===== src/pidq_defines.svh =====
// Constants of the product id query link: codes, record contents and timing
`ifndef PIDQ_DEFINES_SVH
`define PIDQ_DEFINES_SVH

`define PIDQ_CLK_HZ 10000000
`define PIDQ_HOST_BAUD 115200
`define PIDQ_HOST_BIT_CYC (`PIDQ_CLK_HZ / `PIDQ_HOST_BAUD)
`define PIDQ_DEF_BIT_CYC 16'h0056
`define PIDQ_MIN_BIT_CYC 16'h0004
`define PIDQ_TIMEOUT_BITS 40
`define PIDQ_DEV_RST_CYC 4'h8

`define PIDQ_MATCH1_A 8'h86
`define PIDQ_MATCH1_B 8'h30
`define PIDQ_MATCH2_A 8'h79
`define PIDQ_MATCH2_B 8'hcf
`define PIDQ_CMD_QUERY 8'hc0
`define PIDQ_ERR_FRAME 8'ha1
`define PIDQ_ERR_BREAK 8'ha3
`define PIDQ_ERR_CMD 8'h63
`define PIDQ_ERR_REPEAT 2'h3

`define PIDQ_START_MARK 8'h3a
`define PIDQ_PAYLOAD_LEN 8'h13
`define PIDQ_ADDR_LEN 8'h03
`define PIDQ_RSV_FIXED 8'hfd
`define PIDQ_FLASH_SIZE_FIELD 5'h10
`define PIDQ_FLASH_BLOCKS 8'h01
`define PIDQ_FLASH_FIRST 24'h008000
`define PIDQ_FLASH_LAST 24'h00ffff
// Loader RAM window stops short of the boot program work area
`define PIDQ_RAM_FIRST 24'h000060
`define PIDQ_RAM_LAST 24'h00083f
`define PIDQ_REC_LAST 5'h15
`define PIDQ_SUM_FIRST 5'h02

`endif


===== src/pidq_pkg.sv =====
// Types shared by both ends of the product id query link
package pidq_pkg;
    typedef logic [7:0] pidq_byte_t;

    typedef enum logic [3:0] {
        DS_IDLE  = 4'b0000,
        DS_LOW   = 4'b0001,
        DS_HIGH  = 4'b0010,
        DS_CLASS = 4'b0011,
        DS_TAIL  = 4'b0100,
        DS_ECHO1 = 4'b0101,
        DS_WAIT2 = 4'b0110,
        DS_ECHO2 = 4'b0111,
        DS_CMD   = 4'b1000,
        DS_ECHOC = 4'b1001,
        DS_REC   = 4'b1010,
        DS_ERR   = 4'b1011,
        DS_HALT  = 4'b1100
    } pidq_dev_state_t;

    typedef enum logic [2:0] {
        HS_IDLE  = 3'b000,
        HS_SEND  = 3'b001,
        HS_ECHO  = 3'b010,
        HS_REC   = 3'b011,
        HS_ERRW  = 3'b100,
        HS_RESET = 3'b101
    } pidq_host_state_t;
endpackage


===== src/pidq_if.sv =====
// Serial link between the programming controller and the device
`timescale 1ns/1ps
interface pidq_if;
    logic ctrl_line;
    logic dev_line;
    logic dev_reset;
    modport dev (
        input ctrl_line,
        input dev_reset,
        output dev_line
    );
    modport ctrl (
        output ctrl_line,
        output dev_reset,
        input dev_line
    );
endinterface


===== src/pidq_uart.sv =====
// Byte serialiser and deserialiser with a run-time bit period
`timescale 1ns/1ps
module pidq_uart
    import pidq_pkg::*;
(
    input wire logic clk,
    input wire logic reset,
    input wire logic [15:0] bit_cyc,
    input wire logic rx_en,
    input wire logic tx_valid,
    input wire pidq_byte_t tx_data,
    output logic tx_ready,
    output logic tx_line,
    input wire logic rx_line,
    output logic rx_valid,
    output pidq_byte_t rx_data,
    output logic rx_frame_err
);
    logic tx_busy_q;
    logic [15:0] tx_cnt_q;
    logic [3:0] tx_bit_q;
    logic [8:0] tx_sh_q;
    logic rx_busy_q;
    logic [15:0] rx_cnt_q;
    logic [3:0] rx_bit_q;
    pidq_byte_t rx_sh_q;

    wire tx_go = tx_valid && !tx_busy_q;
    wire tx_tick = tx_cnt_q == bit_cyc - 16'h0001;
    // First sample lands mid start bit, later ones a full period apart
    wire [15:0] rx_tgt = (rx_bit_q == 4'h0) ? {1'b0, bit_cyc[15:1]} : bit_cyc - 16'h0001;
    wire rx_tick = rx_busy_q && rx_cnt_q == rx_tgt;

    assign tx_ready = !tx_busy_q;

    always_ff @(posedge clk) begin
        if (reset) begin
            tx_busy_q <= 1'b0;
            tx_cnt_q <= 16'h0000;
            tx_bit_q <= 4'h0;
            tx_sh_q <= 9'h1ff;
            tx_line <= 1'b1;
        end else if (tx_go) begin
            tx_busy_q <= 1'b1;
            tx_cnt_q <= 16'h0000;
            tx_bit_q <= 4'h0;
            tx_sh_q <= {1'b1, tx_data};
            tx_line <= 1'b0;
        end else if (tx_busy_q) begin
            tx_cnt_q <= tx_tick ? 16'h0000 : tx_cnt_q + 16'h0001;
            if (tx_tick && tx_bit_q == 4'h9) begin
                tx_busy_q <= 1'b0;
            end else if (tx_tick) begin
                tx_line <= tx_sh_q[0];
                tx_sh_q <= {1'b1, tx_sh_q[8:1]};
                tx_bit_q <= tx_bit_q + 4'h1;
            end
        end
    end

    always_ff @(posedge clk) begin
        if (reset || !rx_en) begin
            rx_busy_q <= 1'b0;
            rx_cnt_q <= 16'h0000;
            rx_bit_q <= 4'h0;
            rx_sh_q <= 8'h00;
            rx_valid <= 1'b0;
            rx_data <= 8'h00;
            rx_frame_err <= 1'b0;
        end else begin
            rx_valid <= 1'b0;
            if (!rx_busy_q && !rx_line) begin
                rx_busy_q <= 1'b1;
                rx_cnt_q <= 16'h0000;
                rx_bit_q <= 4'h0;
            end else if (rx_tick) begin
                rx_cnt_q <= 16'h0000;
                rx_bit_q <= rx_bit_q + 4'h1;
                if (rx_bit_q == 4'h0 && rx_line) begin
                    rx_busy_q <= 1'b0;
                end else if (rx_bit_q == 4'h9) begin
                    rx_busy_q <= 1'b0;
                    rx_valid <= 1'b1;
                    rx_data <= rx_sh_q;
                    rx_frame_err <= !rx_line;
                end else if (rx_bit_q != 4'h0) begin
                    rx_sh_q <= {rx_line, rx_sh_q[7:1]};
                end
            end else if (rx_busy_q) begin
                rx_cnt_q <= rx_cnt_q + 16'h0001;
            end
        end
    end
endmodule


===== src/pidq_device.sv =====
// Device end: baud detection, matching echoes, query command and id record
`timescale 1ns/1ps
`include "pidq_defines.svh"
module pidq_device
    import pidq_pkg::*;
(
    input wire logic clk,
    input wire logic reset,
    pidq_if.dev lnk,
    output logic session_open,
    output logic halted,
    output logic [15:0] bit_cycles
);
    pidq_dev_state_t state_q;
    logic [15:0] low_q;
    logic [15:0] high_q;
    logic [15:0] tail_q;
    logic accept_q;
    pidq_byte_t echo_q;
    pidq_byte_t err_code_q;
    logic [1:0] err_cnt_q;
    logic [4:0] idx_q;
    pidq_byte_t sum_q;

    // Host reset pin restarts everything, halted state included
    wire rst = reset || lnk.dev_reset;

    wire tx_ready;
    wire rx_valid;
    wire pidq_byte_t rx_data;
    wire rx_frame_err;

    // Low run then high run of the first byte: 0x86 gives 2 and 2 bits,
    // 0x30 gives 5 and 2 bits, so the high run is always two bit times
    wire [19:0] l4 = {2'b00, low_q, 2'b00};
    wire [19:0] h1 = {4'h0, high_q};
    wire is_m1a = l4 >= h1 * 20'h00003 && l4 <= h1 * 20'h00005;
    wire is_m1b = l4 >= h1 * 20'h00008 && l4 <= h1 * 20'h0000c;
    // High run spans high_q + 1 clocks: its first high sample only moved the state on
    wire [16:0] high_run = {1'b0, high_q} + 17'h00001;
    wire [15:0] derived_bit = high_run[16:1];
    wire baud_ok = derived_bit >= `PIDQ_MIN_BIT_CYC;
    wire m2_ok = !rx_frame_err && (rx_data == `PIDQ_MATCH2_A || rx_data == `PIDQ_MATCH2_B);
    wire cmd_ok = !rx_frame_err && rx_data == `PIDQ_CMD_QUERY;
    wire pidq_byte_t cmd_err = !rx_frame_err ? `PIDQ_ERR_CMD
                             : (rx_data == 8'h00 ? `PIDQ_ERR_BREAK : `PIDQ_ERR_FRAME);
    wire sum_take = idx_q >= `PIDQ_SUM_FIRST && idx_q < `PIDQ_REC_LAST;

    function automatic pidq_byte_t rec_byte(input logic [4:0] i, input pidq_byte_t sum);
        pidq_byte_t b;
        b = 8'h00;
        unique case (i)
            5'h00: b = `PIDQ_START_MARK;
            5'h01: b = `PIDQ_PAYLOAD_LEN;
            5'h02: b = `PIDQ_ADDR_LEN;
            5'h03: b = `PIDQ_RSV_FIXED;
            5'h04, 5'h05, 5'h06: b = 8'h00;
            5'h07: b = {`PIDQ_FLASH_SIZE_FIELD, 3'b000};
            5'h08: b = `PIDQ_FLASH_BLOCKS;
            5'h09: b = 8'(`PIDQ_FLASH_FIRST >> 16);
            5'h0a: b = 8'(`PIDQ_FLASH_FIRST >> 8);
            5'h0b: b = 8'(`PIDQ_FLASH_FIRST);
            5'h0c: b = 8'(`PIDQ_FLASH_LAST >> 16);
            5'h0d: b = 8'(`PIDQ_FLASH_LAST >> 8);
            5'h0e: b = 8'(`PIDQ_FLASH_LAST);
            5'h0f: b = 8'(`PIDQ_RAM_FIRST >> 16);
            5'h10: b = 8'(`PIDQ_RAM_FIRST >> 8);
            5'h11: b = 8'(`PIDQ_RAM_FIRST);
            5'h12: b = 8'(`PIDQ_RAM_LAST >> 16);
            5'h13: b = 8'(`PIDQ_RAM_LAST >> 8);
            5'h14: b = 8'(`PIDQ_RAM_LAST);
            default: b = 8'h00 - sum;
        endcase
        return b;
    endfunction

    wire pidq_byte_t rec_now = rec_byte(idx_q, sum_q);
    wire sending = state_q == DS_ECHO1 || state_q == DS_ECHO2 || state_q == DS_ECHOC
                || state_q == DS_REC || state_q == DS_ERR;
    wire tx_go = sending && tx_ready;
    wire pidq_byte_t tx_byte = state_q == DS_REC ? rec_now
                             : (state_q == DS_ERR ? err_code_q : echo_q);
    wire rx_on = state_q >= DS_ECHO1 && state_q <= DS_REC;

    pidq_uart u_uart (
        .clk(clk),
        .reset(rst),
        .bit_cyc(bit_cycles),
        .rx_en(rx_on),
        .tx_valid(tx_go),
        .tx_data(tx_byte),
        .tx_ready(tx_ready),
        .tx_line(lnk.dev_line),
        .rx_line(lnk.ctrl_line),
        .rx_valid(rx_valid),
        .rx_data(rx_data),
        .rx_frame_err(rx_frame_err)
    );

    always_ff @(posedge clk) begin
        if (rst) begin
            state_q <= DS_IDLE;
            low_q <= 16'h0000;
            high_q <= 16'h0000;
            tail_q <= 16'h0000;
            accept_q <= 1'b0;
            echo_q <= 8'h00;
            err_code_q <= 8'h00;
            err_cnt_q <= 2'h0;
            idx_q <= 5'h00;
            sum_q <= 8'h00;
            bit_cycles <= `PIDQ_DEF_BIT_CYC;
            session_open <= 1'b0;
            halted <= 1'b0;
        end else begin
            unique case (state_q)
                DS_IDLE: begin
                    low_q <= 16'h0000;
                    high_q <= 16'h0000;
                    if (!lnk.ctrl_line) begin
                        state_q <= DS_LOW;
                    end
                end
                DS_LOW: begin
                    if (lnk.ctrl_line) begin
                        state_q <= DS_HIGH;
                    end else if (low_q != 16'hffff) begin
                        low_q <= low_q + 16'h0001;
                    end
                end
                DS_HIGH: begin
                    if (!lnk.ctrl_line) begin
                        state_q <= DS_CLASS;
                    end else if (high_q != 16'hffff) begin
                        high_q <= high_q + 16'h0001;
                    end
                end
                DS_CLASS: begin
                    // Rejected bytes are swallowed: no echo, back to listening
                    accept_q <= baud_ok && (is_m1a || is_m1b);
                    echo_q <= is_m1a ? `PIDQ_MATCH1_A : `PIDQ_MATCH1_B;
                    if (baud_ok) begin
                        bit_cycles <= derived_bit;
                    end
                    tail_q <= 16'h0000;
                    state_q <= DS_TAIL;
                end
                DS_TAIL: begin
                    // Wait two idle bit times so the rest of the byte is skipped
                    tail_q <= lnk.ctrl_line ? tail_q + 16'h0001 : 16'h0000;
                    if (tail_q == high_q) begin
                        state_q <= accept_q ? DS_ECHO1 : DS_IDLE;
                    end
                end
                DS_ECHO1: begin
                    if (tx_ready) begin
                        state_q <= DS_WAIT2;
                    end
                end
                DS_WAIT2: begin
                    if (rx_valid && m2_ok) begin
                        echo_q <= rx_data;
                        state_q <= DS_ECHO2;
                    end else if (rx_valid) begin
                        state_q <= DS_IDLE;
                    end
                end
                DS_ECHO2: begin
                    if (tx_ready) begin
                        session_open <= 1'b1;
                        state_q <= DS_CMD;
                    end
                end
                DS_CMD: begin
                    if (rx_valid && cmd_ok) begin
                        echo_q <= rx_data;
                        state_q <= DS_ECHOC;
                    end else if (rx_valid) begin
                        err_code_q <= cmd_err;
                        err_cnt_q <= 2'h0;
                        state_q <= DS_ERR;
                    end
                end
                DS_ECHOC: begin
                    if (tx_ready) begin
                        idx_q <= 5'h00;
                        sum_q <= 8'h00;
                        state_q <= DS_REC;
                    end
                end
                DS_REC: begin
                    if (tx_ready) begin
                        if (sum_take) begin
                            sum_q <= sum_q + rec_now;
                        end
                        idx_q <= idx_q + 5'h01;
                        if (idx_q == `PIDQ_REC_LAST) begin
                            state_q <= DS_CMD;
                        end
                    end
                end
                DS_ERR: begin
                    // Leave on the launch of the last copy, else a fourth one goes out
                    if (tx_ready && err_cnt_q == `PIDQ_ERR_REPEAT - 2'h1) begin
                        session_open <= 1'b0;
                        halted <= 1'b1;
                        state_q <= DS_HALT;
                    end else if (tx_ready) begin
                        err_cnt_q <= err_cnt_q + 2'h1;
                    end
                end
                DS_HALT: begin
                    state_q <= DS_HALT;
                end
                default: begin
                    state_q <= DS_IDLE;
                end
            endcase
        end
    end
endmodule


===== src/flat_wrapper.sv =====
// flat-port wrapper written by rule: the top's interface ports become plain ports
module pidq_device_flat import pidq_pkg::*;
  (clk, reset, session_open, halted, bit_cycles, lnk_ctrl_line, lnk_dev_reset, lnk_dev_line);
  pidq_if lnk_i ();
  input wire logic clk;
  input wire logic reset;
  output logic session_open;
  output logic halted;
  output logic [15:0] bit_cycles;
  input wire logic [$bits(lnk_i.ctrl_line)-1:0] lnk_ctrl_line;
  input wire logic [$bits(lnk_i.dev_reset)-1:0] lnk_dev_reset;
  output wire logic [$bits(lnk_i.dev_line)-1:0] lnk_dev_line;
  assign lnk_i.ctrl_line = lnk_ctrl_line;
  assign lnk_i.dev_reset = lnk_dev_reset;
  assign lnk_dev_line = lnk_i.dev_line;
  pidq_device u_core (.clk(clk), .reset(reset), .lnk(lnk_i), .session_open(session_open), .halted(halted), .bit_cycles(bit_cycles));
endmodule

===== config.mk =====
export PLATFORM = sky130hd
export DESIGN_NAME = pidq_device_flat
export DESIGN_NICKNAME = d
export VERILOG_FILES = /design/src/pidq_pkg.sv /design/src/pidq_if.sv /design/src/pidq_uart.sv /design/src/pidq_device.sv /design/src/flat_wrapper.sv
export VERILOG_INCLUDE_DIRS = /design/src /design/src/src
export SDC_FILE = /design/constraint.sdc
export NUM_CORES = 1
export LEC_CHECK = 0
export ABC_AREA = 1
export BUFFER_PORTS_ARGS = -buffer_cell sky130_fd_sc_hd__buf_2
export CAP_MARGIN = 20
export CORE_ASPECT_RATIO = 0.7
export CORE_UTILIZATION = 55
export DETAILED_ROUTE_END_ITERATION = 16
export PLACE_DENSITY = 0.76
export SYNTH_ARGS = -nofsm -noshare
export SYNTH_HDL_FRONTEND = slang
export SYNTH_HIERARCHICAL = 1
export SYNTH_SLANG_ARGS = --single-unit
export TNS_END_PERCENT = 30

===== constraint.sdc =====
create_clock -name clk -period 5.6 [get_ports clk]
set_input_delay 0.56 -clock clk [delete_from_list [all_inputs] [get_ports clk]]
set_output_delay 0.56 -clock clk [all_outputs]
set_load 0.1 [all_outputs]

# Yosys cells after proc, flatten, opt, wreduce, memory -nomap -nowiden
# Index checks and enable logic that the tools add are counted.
dict set report word_totals {
  reg_bits 171
  latch_bits 0
  mem_bits_rw 0
  mem_bits_ro 0
  inputBits 4
  word_cells 258
  memories 0
}
dict set report op_classes {
  n_addsub 13
  mul 3
  div_mod_pow 0
  n_lt_le_gt_ge 9
  eq_ne 68
  shift 0
  muxes 66
  bitwise_logic 6
  n_reduce_logical 68
}
# operator count
set ops {}
lappend ops {{$mux W16} 7}
lappend ops {{$mux W8} 13}
lappend ops {{$pmux W16 S2} 3}
lappend ops {{$pmux W8 S11} 1}
lappend ops {{$add A16 B1 Y16 const B} 5}
lappend ops {{$mux W4} 14}
lappend ops {{$pmux W4 S13} 1}
lappend ops {{$eq A16 B16 Y1} 3}
lappend ops {{$eq A5 B4 Y1 const B} 8}
lappend ops {{$le A18 B20 Y1} 2}
lappend ops {{$mul A16 B2 Y18 const B} 2}
lappend ops {{$ne A16 B16 Y1 const B} 2}
lappend ops {{$ne A2 B2 Y1 const B} 16}
lappend ops {{$eq A5 B5 Y1 const B} 6}
lappend ops {{$eq A4 B4 Y1 const B} 7}
lappend ops {{$pmux W8 S3} 1}
lappend ops {{$reduce_and A3 Y1} 8}
lappend ops {{$eq A5 B3 Y1 const B} 4}
lappend ops {{$ge A18 B20 Y1} 1}
lappend ops {{$ge A18 B19 Y1} 1}
lappend ops {{$mul A16 B3 Y19 const B} 1}
lappend ops {{$reduce_bool A2 Y1} 9}
lappend ops {{$add A16 B1 Y17 const B} 1}
lappend ops {{$eq A4 B3 Y1 const B} 4}
lappend ops {{other kinds (45)} 113}

# Depth between registers and ports, before layout
# Gate-level depths: netlist of the first run.
dict set report logic_depth {
  ltp_word 9
  mapped_depth 26
  ltp_nobuf 26
}

# Modules after synthesis
# The synthesis of the first run kept the hierarchy.
# mod n_inst cells_each area_each_um2
set by_module_without_submodules {}
lappend by_module_without_submodules {pidq_device 1 1301 8833.5}
lappend by_module_without_submodules {pidq_uart 1 797 4890.9}

# Worst setup path before layout of the first run
# No wires, ideal clock.
dict set report synth_timing {
  path_kind {reg-to-reg}
  startpoint {reg u_core.high_q[1]}
  endpoint {reg u_core.echo_q[1]}
  setup_ps 70
  t_arrival_ps 3179
  required_ps 5530
  path_slack_ps 2350
  path_stages_with_launch 27
  synth_period_minus_slack_ps 3250
  path_cell_list {dfxtp_1 > ha_1 > ha_1 > inv_1 > fa_1 > inv_1 > a31oi_1 > inv_1 > a21oi_1 > o21bai_1 > nand2_1 > nand2_1 > a21oi_1 > xor2_1 > ha_1 > nand2_1 > inv_1 > nand3_1 > nor2_1 > nand2_1 > o22ai_1 > a21oi_1 > nand2_1 > nand2_1 > nand2_1 > nand3_1 > a21oi_1}
}
dict set report synth_between {
  elab_chain_cells 5
  elab_cells_between_ends 7
  cone_classes {mul (2); order compare (2); mux (2); reduce/logical (1)}
}
# element line_no
set synth_lines {}
lappend synth_lines {{from (decl)} pidq_device.sv:16} ;# logic [15:0] high_q;
lappend synth_lines {{from (signal assigned)} pidq_device.sv:135} ;# high_q <= high_q + 16'h0001;
lappend synth_lines {{$mul A16 B2 Y18 / $mul A16 B3 Y19 (equally long branches)} pidq_device.sv:37} ;# wire is_m1a = l4 >= h1 * 20'h00003 && l4 <= h1 * 20'h00005;
lappend synth_lines {{$ge A18 B20 Y1 / $le A18 B20 Y1 (equally long branches)} pidq_device.sv:37}
lappend synth_lines {{$logic_and A1 B1 Y1 *} pidq_device.sv:37}
lappend synth_lines {{$mux W8 (no source line) *} -}
lappend synth_lines {{$pmux W8 S3 *} pidq_device.sv:116} ;# unique case (state_q)
lappend synth_lines {{to (signal assigned)} pidq_device.sv:141} ;# echo_q <= is_m1a ? `PIDQ_MATCH1_A : `PIDQ_MATCH1_B;
lappend synth_lines {{to (signal assigned)} pidq_device.sv:162} ;# echo_q <= rx_data;
lappend synth_lines {{to (signal assigned)} pidq_device.sv:176} ;# echo_q <= rx_data;
lappend synth_lines {{to (decl)} pidq_device.sv:19} ;# pidq_byte_t echo_q;
# Mark *: on every way between the ends. The rest lies on a longest branch, timed or not.
# A chain may end at the register's enable or synchronous reset.

# Worst setup path in the final report of the first run
dict set report layout_timing {
  startpoint {reg u_core.high_q[0]}
  endpoint {reg u_core.echo_q[1]}
}
# Same word-level chain as after synthesis.

==> impl_metrics.env, run 1 <==
export IMPL_cts_made_buffers=17
export IMPL_cts_setup_buffers=0
export IMPL_dpl_hpwl_mm=29.55
export IMPL_hold_viol=0
export IMPL_crit_start="u_core/high_q[0]"
export IMPL_drc=0
export IMPL_outcome="completed"
export IMPL_vdd_drop_max_mv=0.2595
export IMPL_start_util_pct=57.06
export IMPL_vias=13950
export IMPL_period_share_pct=72.57
export IMPL_viasPerCell=5.713
export IMPL_async_reset_ff_share_pct=0
export IMPL_fillers=2299
export IMPL_cts_tree="done"
export IMPL_rows=47
export IMPL_holdBufCountCts=0
export IMPL_dieArea_sq_um=25600
export IMPL_grt_pass1_wl_mm=61.27
export IMPL_setup_tns_ns=0
export IMPL_synthesis_nets=2237
export IMPL_finClkSkew_ns=0.01556
export IMPL_worst_slew_pin_transition_ns=1.019
export IMPL_start_kind="flip-flop"
export IMPL_p_seq_share_pct=48.0
export IMPL_power_frac_clock_pct=48.1
export IMPL_max_cap_viol_count=0
export IMPL_ys_flop_type="dfxtp_1"
export IMPL_slew_violations=0
export IMPL_drt_wirelength_per_cell_microns=15.31
export IMPL_grt_pass1_vias=12280
export IMPL_die_w_microns=190.8
export IMPL_drive_gt1_share_pct=8.004
export IMPL_crit_top_cell="a21oi_1"
export IMPL_multiInputGateArea_sq_um=9131
export IMPL_antenna_cells=0
export IMPL_clk_pin_slew_worst_paths_ns=0.07
export IMPL_drt_wl_total_mm=37.39
export IMPL_path_cells="ha_1, fa_1, a21oi_1, o21ai_0, a21oi_1, o31ai_1, xor2_1, ha_1, a21oi_1, o21ai_0, a21oi_1, nand3_1, nand2_1, nand2_1, nand3_1, a21oi_1"
export IMPL_ff2ff_setup_slack_ns=1.54
export IMPL_dr_pass1_iters=6
export IMPL_ys_seq_elements=167
export IMPL_num_io_pins=23
export IMPL_p_per_area_nw_per_um2=169.4
export IMPL_rr_worst_depth=16
export IMPL_seq_area_frac_synth_pct=24.36
export IMPL_p_leak_nw=6.827
export IMPL_holdPathEnd="u_core/halted"
export IMPL_seqCellArea_sq_um=3343
export IMPL_crit_required_ns=5.89
export IMPL_yosys_warnings=6
export IMPL_syn_area_per_cell_sq_um=6.542
export IMPL_end_kind="flip-flop"
export IMPL_die_h_microns=134.2
export IMPL_post_cts_resized=0
export IMPL_synthCells=2098
export IMPL_rsz0062_at_grt="false"
export IMPL_grt_max_degree=71
export IMPL_hold_start="u_core/halted"
export IMPL_gp_congestion=0.9571
export IMPL_r2r_start="u_core/high_q[0]"
export IMPL_comb_power_share_pct=3.9
export IMPL_antenna_found_initial=0
export IMPL_slowest_delay_ns=0.53
export IMPL_cts_root_buf="clkbuf_16"
export IMPL_r2r_end="u_core/echo_q[1]"
export IMPL_clk_latency_ns=0.45
export IMPL_netSwitchingFraction_pct=26.44
export IMPL_setup_violations_final=0
export IMPL_clkSinkCount=167
export IMPL_p_sw_mw=0.6580
export IMPL_io_buffers=22
export IMPL_core_area_sq_um=24050
export IMPL_intPower_mw=1.831
export IMPL_fin_crit_ns=4.064
export IMPL_fmax_mhz=246.1
export IMPL_syn_to_final_growth_pct=7.047
export IMPL_holdPathStages=2
export IMPL_hold_class="reg2reg"
export IMPL_timing_worst_setup_path_type="reg2reg"
export IMPL_syn_area_sq_um=13720
export IMPL_synthDistinctLibCells=62
export IMPL_synth_edf_count=0
export IMPL_cp_arrival_ns=4.36
export IMPL_hold_ws_ns=0.4660
export IMPL_critical_path_peak_fanout=9
export IMPL_ant_nets=0
export IMPL_grtUsageTotal_pct=29.75
export IMPL_cp_slowest_cell="dfxtp_1"
export IMPL_finalPower_mw=2.489
export IMPL_first_iter_violations=1609
export IMPL_finalNetCount=2250
export IMPL_grt_remaining_overflow=0
export IMPL_slew_headroom_pct=31.58
export IMPL_htreeDepth=4
export IMPL_clockBufferDepth=2
==> through the flow <==
stage | util [%] | instances | area, sq um | setup WS (ns)
3_5_place_dp | 58.47 | 2408 | 14060 | 1.638
6_report | 61.08 | 2442 | 14690 | 1.536
3_3_place_gp | 58.47 | 2408 | 14060 | 1.866
5_1_grt | 61.08 | 2442 | 14690 | 1.265
2_1_floorplan | - | 2098 | 13720 | 2.350
4_1_cts | 61.02 | 2440 | 14680 | 1.611
==> metal layers <==
metal	track usage (%)	up-vias	wire length, microns
met2	42.07	559	15100
met3	7.352	46	3697
met4	6.356	2	470
met5	1.923	-	66
met1	44.55	6384	18050
li1	-	6959	-
==> cell usage in the layout, fill, tap and decap left out, types with 11 or more instances in the layout <==
cell / count
xor2_1: 49
ha_1: 132
nand3_1: 198
inv_2: 15
xnor2_1: 19
inv_1: 263
buf_2: 22
dfxtp_1: 167
a31oi_1: 14
nor2_2: 12
nor3_1: 42
nor2_4: 15
o21ai_0: 73
nor2_1: 195
a21oi_1: 146
nand2_1: 528
nand2_2: 19
nor3b_1: 11
nand4_1: 49
clkbuf_16: 17
==> cells in the mapped netlist, types with 8 or more instances <==
| library cell | number | area [sq um] |
|---|---|---|
| nor2_2 | 12 | 75.07 |
| nor3b_1 | 11 | 82.58 |
| a211oi_1 | 9 | 67.56 |
| clkbuf_1 | 14 | 52.55 |
| xor2_1 | 49 | 429.2 |
| a21oi_1 | 146 | 730.7 |
| ha_1 | 132 | 1652 |
| inv_1 | 264 | 991.0 |
| inv_2 | 14 | 52.55 |
| nor2_1 | 195 | 732.0 |
| nand4_1 | 49 | 306.5 |
| nand2_1 | 528 | 1982 |
| dfxtp_1 | 167 | 3343 |
| nor3_1 | 42 | 210.2 |
| nand3_1 | 198 | 991.0 |
| buf_2 | 12 | 60.06 |
| nor2_4 | 15 | 168.9 |
| a31oi_1 | 14 | 87.58 |
| or2_2 | 8 | 50.05 |
| xnor2_1 | 19 | 166.4 |
| nand2_2 | 19 | 118.9 |
| o21ai_0 | 73 | 365.4 |
==> flip-flops by register name (all words and copies together), names as in the netlist, 5 cells and up <==
name,flops
u_core/u_uart/rx_sh_q,8
u_core/sum_q,8
u_core/u_uart/rx_data,8
u_core/u_uart/tx_sh_q,8
u_core/u_uart/rx_cnt_q,16
u_core/idx_q,5
u_core/tail_q,16
u_core/bit_cycles,16
u_core/echo_q,8
u_core/high_q,16
u_core/u_uart/tx_cnt_q,16
u_core/low_q,16
==> power groups by stage <==
stage / sequential [mW] / clock, mW / combinational [mW]
detailed placement: 1.22 / 0 / 0.0948
CTS: 1.19 / 1.22 / 0.0949
floorplan: 1.22 / 0 / 0.0700
finish: 1.19 / 1.20 / 0.0974
global placement: 1.22 / 0 / 0.0939
global route: 1.19 / 1.27 / 0.107
==> area by class of cell <==
class | instances | area share (%)
multi-input cells | 1616 | 62.15
flip-flops and latches | 167 | 22.76
inverters | 283 | 7.247
clock buffers | 18 | 2.989
well taps | 318 | 2.708
clock inverters | 14 | 1.192
repair buffers | 26 | 0.9538
==> critical path, delay by kind of cell, from the launching register on <==
family	cells	cell delay, ns
compound gates	8	1.61
simple gates	4	0.49
flops	1	0.53
xor+xnor	1	0.34
fa+ha+maj	3	0.95
==> how the worst max path moves through the flow <==
stage,to,cells past startpoint
final,u_core/echo_q[1],16
after global routing,u_core/echo_q[2],16
after CTS,u_core/echo_q[1],16
after detailed placement,u_core/echo_q[1],16
after global placement,u_core/echo_q[5],25
after floorplan,u_core/echo_q[1],26
==> cells by family (layout without fill, tap and decap cells) <==
kind of cell,count (synthesis),in the layout,share of synthesized area (%)
buf+inv,315,341,9.107
simple gates,1122,1122,37.74
fa+ha+maj,135,135,12.47
flops,167,167,24.36
compound gates,288,288,11.73
mux,3,3,0.2461
xor+xnor,68,68,4.339
Note: power is estimated with default switching activity, not from simulation.
==> run 2, diff against run 1 <==
- clock period: 5.6 -> 3.92 ns (I/O delays scaled with it)
==> run 2 against run 1 <==
Non-clock buffer count grew 8. Sequential share of layout area shrank 0.10 points. Worst hold slack lost 0.12 ns. Total power grew 43%. Fmax grew 9.2%. Core utilization grew 0.36 points. Register-to-register slack lost 1.3 ns. Critical path type unchanged. Critical path depth grew 10. Global-route usage grew 0.30 points. Sequential cell count is the same. Clock skew shrank 0.0044 ns. Clock power grew 43%. Critical endpoint is now u_core/echo_q[2].
==> impl_metrics.env, run 2 (same netlist as run 1, synthesis figures left out) <==
export IMPL_slowest_delay_ns=0.41
export IMPL_end_kind="flip-flop"
export IMPL_p_sw_mw=0.9055
export IMPL_ant_nets=0
export IMPL_drive_gt1_share_pct=8.818
export IMPL_p_per_area_nw_per_um2=241.2
export IMPL_grt_pass1_wl_mm=61.58
export IMPL_grtUsageTotal_pct=30.05
export IMPL_slew_violations=0
export IMPL_globalRouteMet3Util_pct=6.070
export IMPL_start_kind="flip-flop"
export IMPL_finClkSkew_ns=0.01116
export IMPL_power_frac_clock_pct=48.2
export IMPL_netSwitchingFraction_pct=25.41
export IMPL_worst_slew_pin_transition_ns=1.050
export IMPL_outcome="completed"
export IMPL_htreeDepth=4
export IMPL_dr_pass1_iters=7
export IMPL_fmax_mhz=268.7
export IMPL_die_w_microns=190.8
export IMPL_busiest_layer="met1"
export IMPL_mostFrequentLayoutCells="527 x nand2_1, 263 x inv_1, 197 x nand3_1"
export IMPL_grt_pass1_vias=12150
export IMPL_period_share_pct=94.95
export IMPL_holdPathStages=3
export IMPL_slew_headroom_pct=29.47
export IMPL_hold_viol=0
export IMPL_place_area_sq_um=14130
export IMPL_path_delay_family="compound AO/OA/AOI/OAI gates"
export IMPL_intPower_mw=2.659
export IMPL_final_area_sq_um=14780
export IMPL_first_iter_violations=1369
export IMPL_dp_slack_ns=0.07067
export IMPL_vdd_drop_max_mv=0.3306
export IMPL_core_area_sq_um=24050
export IMPL_die_h_microns=134.2
export IMPL_crit_buf_inv=4
export IMPL_start_util_pct=57.06
export IMPL_met2_usage_pct=42.91
export IMPL_clkSinkCount=167
export IMPL_hold_class="in2reg"
export IMPL_viasPerCell=5.692
export IMPL_clk_latency_ns=0.44
export IMPL_drt_wirelength_per_cell_microns=15.59
export IMPL_dpl_hpwl_mm=30.08
export IMPL_p_leak_nw=6.873
export IMPL_final_util_pct=61.45
export IMPL_final_common_cell="nand2_1"
export IMPL_gp_congestion=0.9613
export IMPL_cp_slowest_cell="dfxtp_2"
export IMPL_use_met1_pct=46.01
export IMPL_rows=47
export IMPL_comb_power_share_pct=4.0
export IMPL_fin_ws_ns=0.1979
export IMPL_rr_worst_depth=26
export IMPL_grt_max_degree=70
export IMPL_worst_path_stages=26
export IMPL_ff2ff_setup_slack_ns=0.20
export IMPL_clockBufferDepth=2
export IMPL_critical_path_peak_fanout=7
export IMPL_setup_violations_final=0
export IMPL_syn_to_final_growth_pct=7.685
export IMPL_max_cap_viol_count=0
export IMPL_timing_worst_setup_path_type="reg2reg"
export IMPL_crit_top_cell="nand2_1"
export IMPL_fillers=2256
export IMPL_dieArea_sq_um=25600
export IMPL_crit_required_ns=4.20
export IMPL_cts_tree="done"
export IMPL_p_seq_share_pct=47.9
export IMPL_cts_root_buf="clkbuf_16"
export IMPL_finalNetCount=2258
export IMPL_io_buffers=22
export IMPL_cp_arrival_ns=4.01
export IMPL_vias=13950
export IMPL_num_io_pins=23
export IMPL_drt_wl_total_mm=38.19
export IMPL_fin_crit_ns=3.722
export IMPL_grt_remaining_overflow=0
export IMPL_drc=0
export IMPL_cts_made_buffers=17
export IMPL_antenna_cells=0
export IMPL_antenna_found_initial=0
export IMPL_clk_pin_slew_worst_paths_ns=0.07
-- run 2: worst register-to-register path: cells and delay by family (launching register included) --
kind | cells | cell delay (ns)
compound gates | 7 | 0.97
fa+ha+maj | 4 | 0.92
simple gates | 10 | 0.81
flops | 1 | 0.41
buf+inv | 4 | 0.29
xor+xnor | 1 | 0.18
-- run 2: worst paths after layout --
kind,from,to
setup / recovery,u_core/high_q[3],u_core/echo_q[2]
hold / removal,lnk_ctrl_line,u_core/u_uart/rx_sh_q[7]
setup reg to reg,u_core/high_q[3],u_core/echo_q[2]
hold reg to reg,u_core/halted,u_core/halted
-- run 2: cell type report --
cell class	instances	area [sq um]	area share [%]
clock buffers	19	442.9	2.997
clock inverters	13	165.2	1.118
inverters	283	1065	7.205
multi-input cells	1616	9160	61.98
flip-flops and latches	167	3348	22.65
well taps	318	397.9	2.692
repair buffers	34	200.2	1.355
-- run 2: power groups by stage --
stage / clock network (mW) / logic (mW) / registers, mW
after floorplan: 0 / 0.100 / 1.74
after global placement: 0 / 0.135 / 1.75
after detailed placement: 0 / 0.137 / 1.75
after CTS: 1.74 / 0.138 / 1.71
after global routing: 1.81 / 0.156 / 1.71
final: 1.72 / 0.142 / 1.71
-- run 2: layer usage --
layer | vias to the layer above | part of all wire, %
li1 | 6985 | -
met1 | 6374 | 49
met2 | 550 | 41
met3 | 36 | 9.3
met4 | 0 | 1.1
met5 | - | 0
-- run 2: timing repair --
item / 4_1_cts / 5_1_grt
endpoints found under the setup margin: 0 / 8
resized for setup: 0 / 13
hold buffers: 0 / 0
setup buffers: 0 / 0
-- run 2: stage by stage --
stage,power (mW),hold slack (ns),cells,setup TNS [ns]
final,3.564,0.3451,2450,0
after global routing,3.675,0.3787,2450,-0.08897
after CTS,3.587,0.3244,2449,0
after detailed placement,1.883,0.4437,2417,0
after global placement,1.880,0.4350,2417,0
after floorplan,1.844,0.4266,2098,0
==> run 3, diff against run 2 <==
- ABC_AREA: 1 -> default
==> run 3 against run 2 <==
The flow now finishes with violations (negative setup slack). Global-route usage grew 0.98 points. Fmax shrank 6.8%. Count of clock-buffer cells in the layout shrank 2. Non-clock buffer count grew 72. Core utilization grew 1.4 points. Final area grew 1.8%. Wire length grew 4.3%. Sequential power is essentially flat. Register-to-register slack lost 0.27 ns. Combinational power shrank 25%. Area after synthesis shrank 1.1%.
==> impl_metrics.env, run 3 <==
export IMPL_outcome="complete, but fails checks"
export IMPL_violations="negative setup slack"
export IMPL_syn_area_per_cell_sq_um=7.928
export IMPL_p_sw_mw=0.9764
export IMPL_fmax_mhz=250.3
export IMPL_fin_crit_ns=3.995
export IMPL_final_common_cell="nor2_1"
export IMPL_clkSinkCount=167
export IMPL_grt_pass1_wl_mm=62.42
export IMPL_ant_nets=0
export IMPL_grtUsageTotal_pct=31.03
export IMPL_place_area_sq_um=14210
export IMPL_synth_largest_area_cell="dfxtp_1"
export IMPL_cts_tree="done"
export IMPL_htreeDepth=4
export IMPL_io_buffers=22
export IMPL_syn_area_sq_um=13570
export IMPL_finalNonFillerCells=2081
export IMPL_synth_fa_ha_area_share_pct=12.61
export IMPL_vias=13120
export IMPL_synth_top_area_share_pct=24.63
export IMPL_setup_violations_final=6
export IMPL_mostFrequentLayoutCells="196 x nor2_1, 161 x dfxtp_1, 140 x nand2_1"
export IMPL_yosys_warnings=6
export IMPL_finalNetCount=1889
export IMPL_p_leak_nw=6.053
export IMPL_synthDistinctLibCells=98
export IMPL_dieArea_sq_um=25320
export IMPL_cp_arrival_ns=4.35
export IMPL_synthCells=1712
export IMPL_grt_pass1_vias=11610
export IMPL_synth_compound_area_share_pct=19.45
export IMPL_ys_top_cells_by_area="dfxtp_1 25%, ha_1 12%, nor2_1 5.5%, xor2_1 5.2%, a21oi_1 4.5%"
export IMPL_grt_max_degree=60
export IMPL_seq_area_frac_synth_pct=24.63
export IMPL_start_kind="flip-flop"
export IMPL_clk_latency_ns=0.45
export IMPL_end_kind="flip-flop"
export IMPL_dpl_hpwl_mm=29.41
export IMPL_drt_wirelength_per_cell_microns=19.15
export IMPL_setup_tns_ns=-0.3304
export IMPL_antenna_found_initial=0
export IMPL_ys_top_cells_by_count="199 x nor2_1, 167 x dfxtp_1, 140 x nand2_1, 132 x ha_1, 121 x a21oi_1"
export IMPL_p_per_area_nw_per_um2=238.0
export IMPL_clockBufferDepth=2
export IMPL_viasPerCell=6.305
export IMPL_seqCellArea_sq_um=3353
export IMPL_synthesis_nets=1851
export IMPL_core_area_sq_um=23930
export IMPL_yosysMostFrequentCell="nor2_1"
export IMPL_crit_required_ns=4.28
export IMPL_hold_viol=0
export IMPL_antenna_cells=0
export IMPL_critical_path_peak_fanout=4
export IMPL_syn_to_final_growth_pct=10.80
export IMPL_drt_wl_total_mm=39.85
export IMPL_period_share_pct=101.9
export IMPL_drive_gt1_share_pct=12.88
export IMPL_synth_area_mux_share_pct=2.978
export IMPL_fin_ws_ns=-0.07463
export IMPL_use_met1_pct=47.93
export IMPL_rsz0062_at_grt="true"
export IMPL_drc=0
export IMPL_die_h_microns=133.4
export IMPL_ys_seq_elements=167
export IMPL_max_cap_viol_count=0
export IMPL_rows=47
export IMPL_synth_xor_area_share_pct=9.854
export IMPL_multiInputGateArea_sq_um=9637
export IMPL_placedCellCount=2045
export IMPL_fillers=2053
export IMPL_timing_worst_setup_path_type="reg2reg"
export IMPL_power_frac_clock_pct=49.4
export IMPL_netSwitchingFraction_pct=27.28
export IMPL_dp_slack_ns=-0.4492
export IMPL_p_seq_share_pct=47.6
export IMPL_start_util_pct=56.71
export IMPL_vdd_drop_max_mv=0.3212
export IMPL_holdBufCountCts=0
export IMPL_dr_pass1_iters=6
export IMPL_globalRouteMet3Util_pct=7.113
export IMPL_comb_power_share_pct=3.0
export IMPL_worst_slew_pin_transition_ns=0.8263
export IMPL_slew_violations=0
export IMPL_busiest_layer="met1"
export IMPL_cts_root_buf="clkbuf_16"
export IMPL_gp_congestion=0.9796
export IMPL_die_w_microns=189.8
export IMPL_synth_top_family_by_area="simple AND/OR/NAND/NOR gates"
export IMPL_cts_made_buffers=17
export IMPL_clk_pin_slew_worst_paths_ns=0.08
export IMPL_synth_edf_count=0
export IMPL_hold_class="in2reg"
export IMPL_met2_usage_pct=42.31
export IMPL_final_area_sq_um=15040
export IMPL_slew_headroom_pct=44.49
export IMPL_async_reset_ff_share_pct=0
export IMPL_synthSimpleGateAreaFrac_pct=24.78
export IMPL_finClkSkew_ns=0.009191
export IMPL_grt_remaining_overflow=0
export IMPL_intPower_mw=2.603
export IMPL_ys_flop_type="dfxtp_1"
export IMPL_first_iter_violations=1433
export IMPL_num_io_pins=23
run 3: cell types whose count changed after synthesis, moves of 25 or more:
cell and change:
clkbuf_1 +34, mux2i_1 +37, a21oi_1 -25, nand2_1 -388, nand3_1 -147, xnor2_1 +47
inv_1 -188, xor2_1 +32
run 3: cell families (layout without fill, tap and decap cells):
| logic type | count (synthesis) | after routing |
|---|---|---|
| multiplexers | 40 | 40 |
| adder cells (fa/ha/maj) | 135 | 135 |
| buffers and inverters | 164 | 215 |
| flip-flops | 167 | 167 |
| AO/OA/AOI/OAI | 402 | 402 |
| XOR/XNOR | 149 | 149 |
| AND/OR/NAND/NOR | 655 | 655 |
run 3: power groups by stage:
| stage | sequential [mW] | clock (mW) | combinational [mW] |
|---|---|---|---|
| 2_1_floorplan | 1.74 | 0 | 0.0682 |
| 3_3_place_gp | 1.74 | 0 | 0.0944 |
| 3_5_place_dp | 1.74 | 0 | 0.0957 |
| 4_1_cts | 1.70 | 1.80 | 0.0983 |
| 5_1_grt | 1.70 | 1.86 | 0.113 |
| 6_report | 1.70 | 1.77 | 0.106 |
run 3: worst max-delay path: stages, from the launching register on:
cell and delay (ns):
dfxtp_1 0.35, ha_1 0.32, ha_1 0.35, a211oi_2 0.26
o21ai_0 0.14, a21oi_1 0.18, buf_4 0.16, o21ai_1 0.06
a21oi_2 0.25, xor2_1 0.12, ha_1 0.34, nand4_1 0.16
a211oi_2 0.33, a211oi_4 0.11, o32ai_4 0.39, buf_4 0.19
nor2_2 0.04, nor4_1 0.17
run 3: worst paths after layout:
path	from	to	slack, ns	cells past startpoint
worst max-delay path	u_core/high_q[2]	u_core/echo_q[5]	-0.07	17
worst min-delay path	lnk_ctrl_line	u_core/u_uart/rx_sh_q[7]	0.37	3
worst max register to register	u_core/high_q[2]	u_core/echo_q[5]	-0.07	17
worst min register to register	u_core/halted	u_core/halted	0.45	2
run 3: metal layers:
layer,routed length (microns),up-vias
met5,0,-
met4,597,0
met3,4039,58
met2,16180,589
met1,19030,6210
li1,-,6263
run 3: metrics by stage:
step	utilization [%]	total power [mW]	hold WS [ns]
global placement	59.35	1.838	0.4314
floorplan	-	1.805	0.4274
detailed placement	59.35	1.839	0.4371
finish	62.84	3.579	0.3679
global route	62.84	3.678	0.3819
CTS	62.06	3.598	0.3372
run 3: cell type report:
type | instances | area share, %
multi-input cells | 1381 | 64.08
flip-flops and latches | 167 | 22.30
well taps | 318 | 2.646
repair buffers | 106 | 4.925
inverters | 77 | 1.947
clock inverters | 15 | 1.281
clock buffers | 17 | 2.829
run 3: what timing repair did:
item / CTS / global route
buffers inserted: 0 / 4
gates resized for setup: 6 / 42
gates cloned: 0 / 0
endpoints found under the setup margin: 6 / 8
pin swaps: 3 / 23
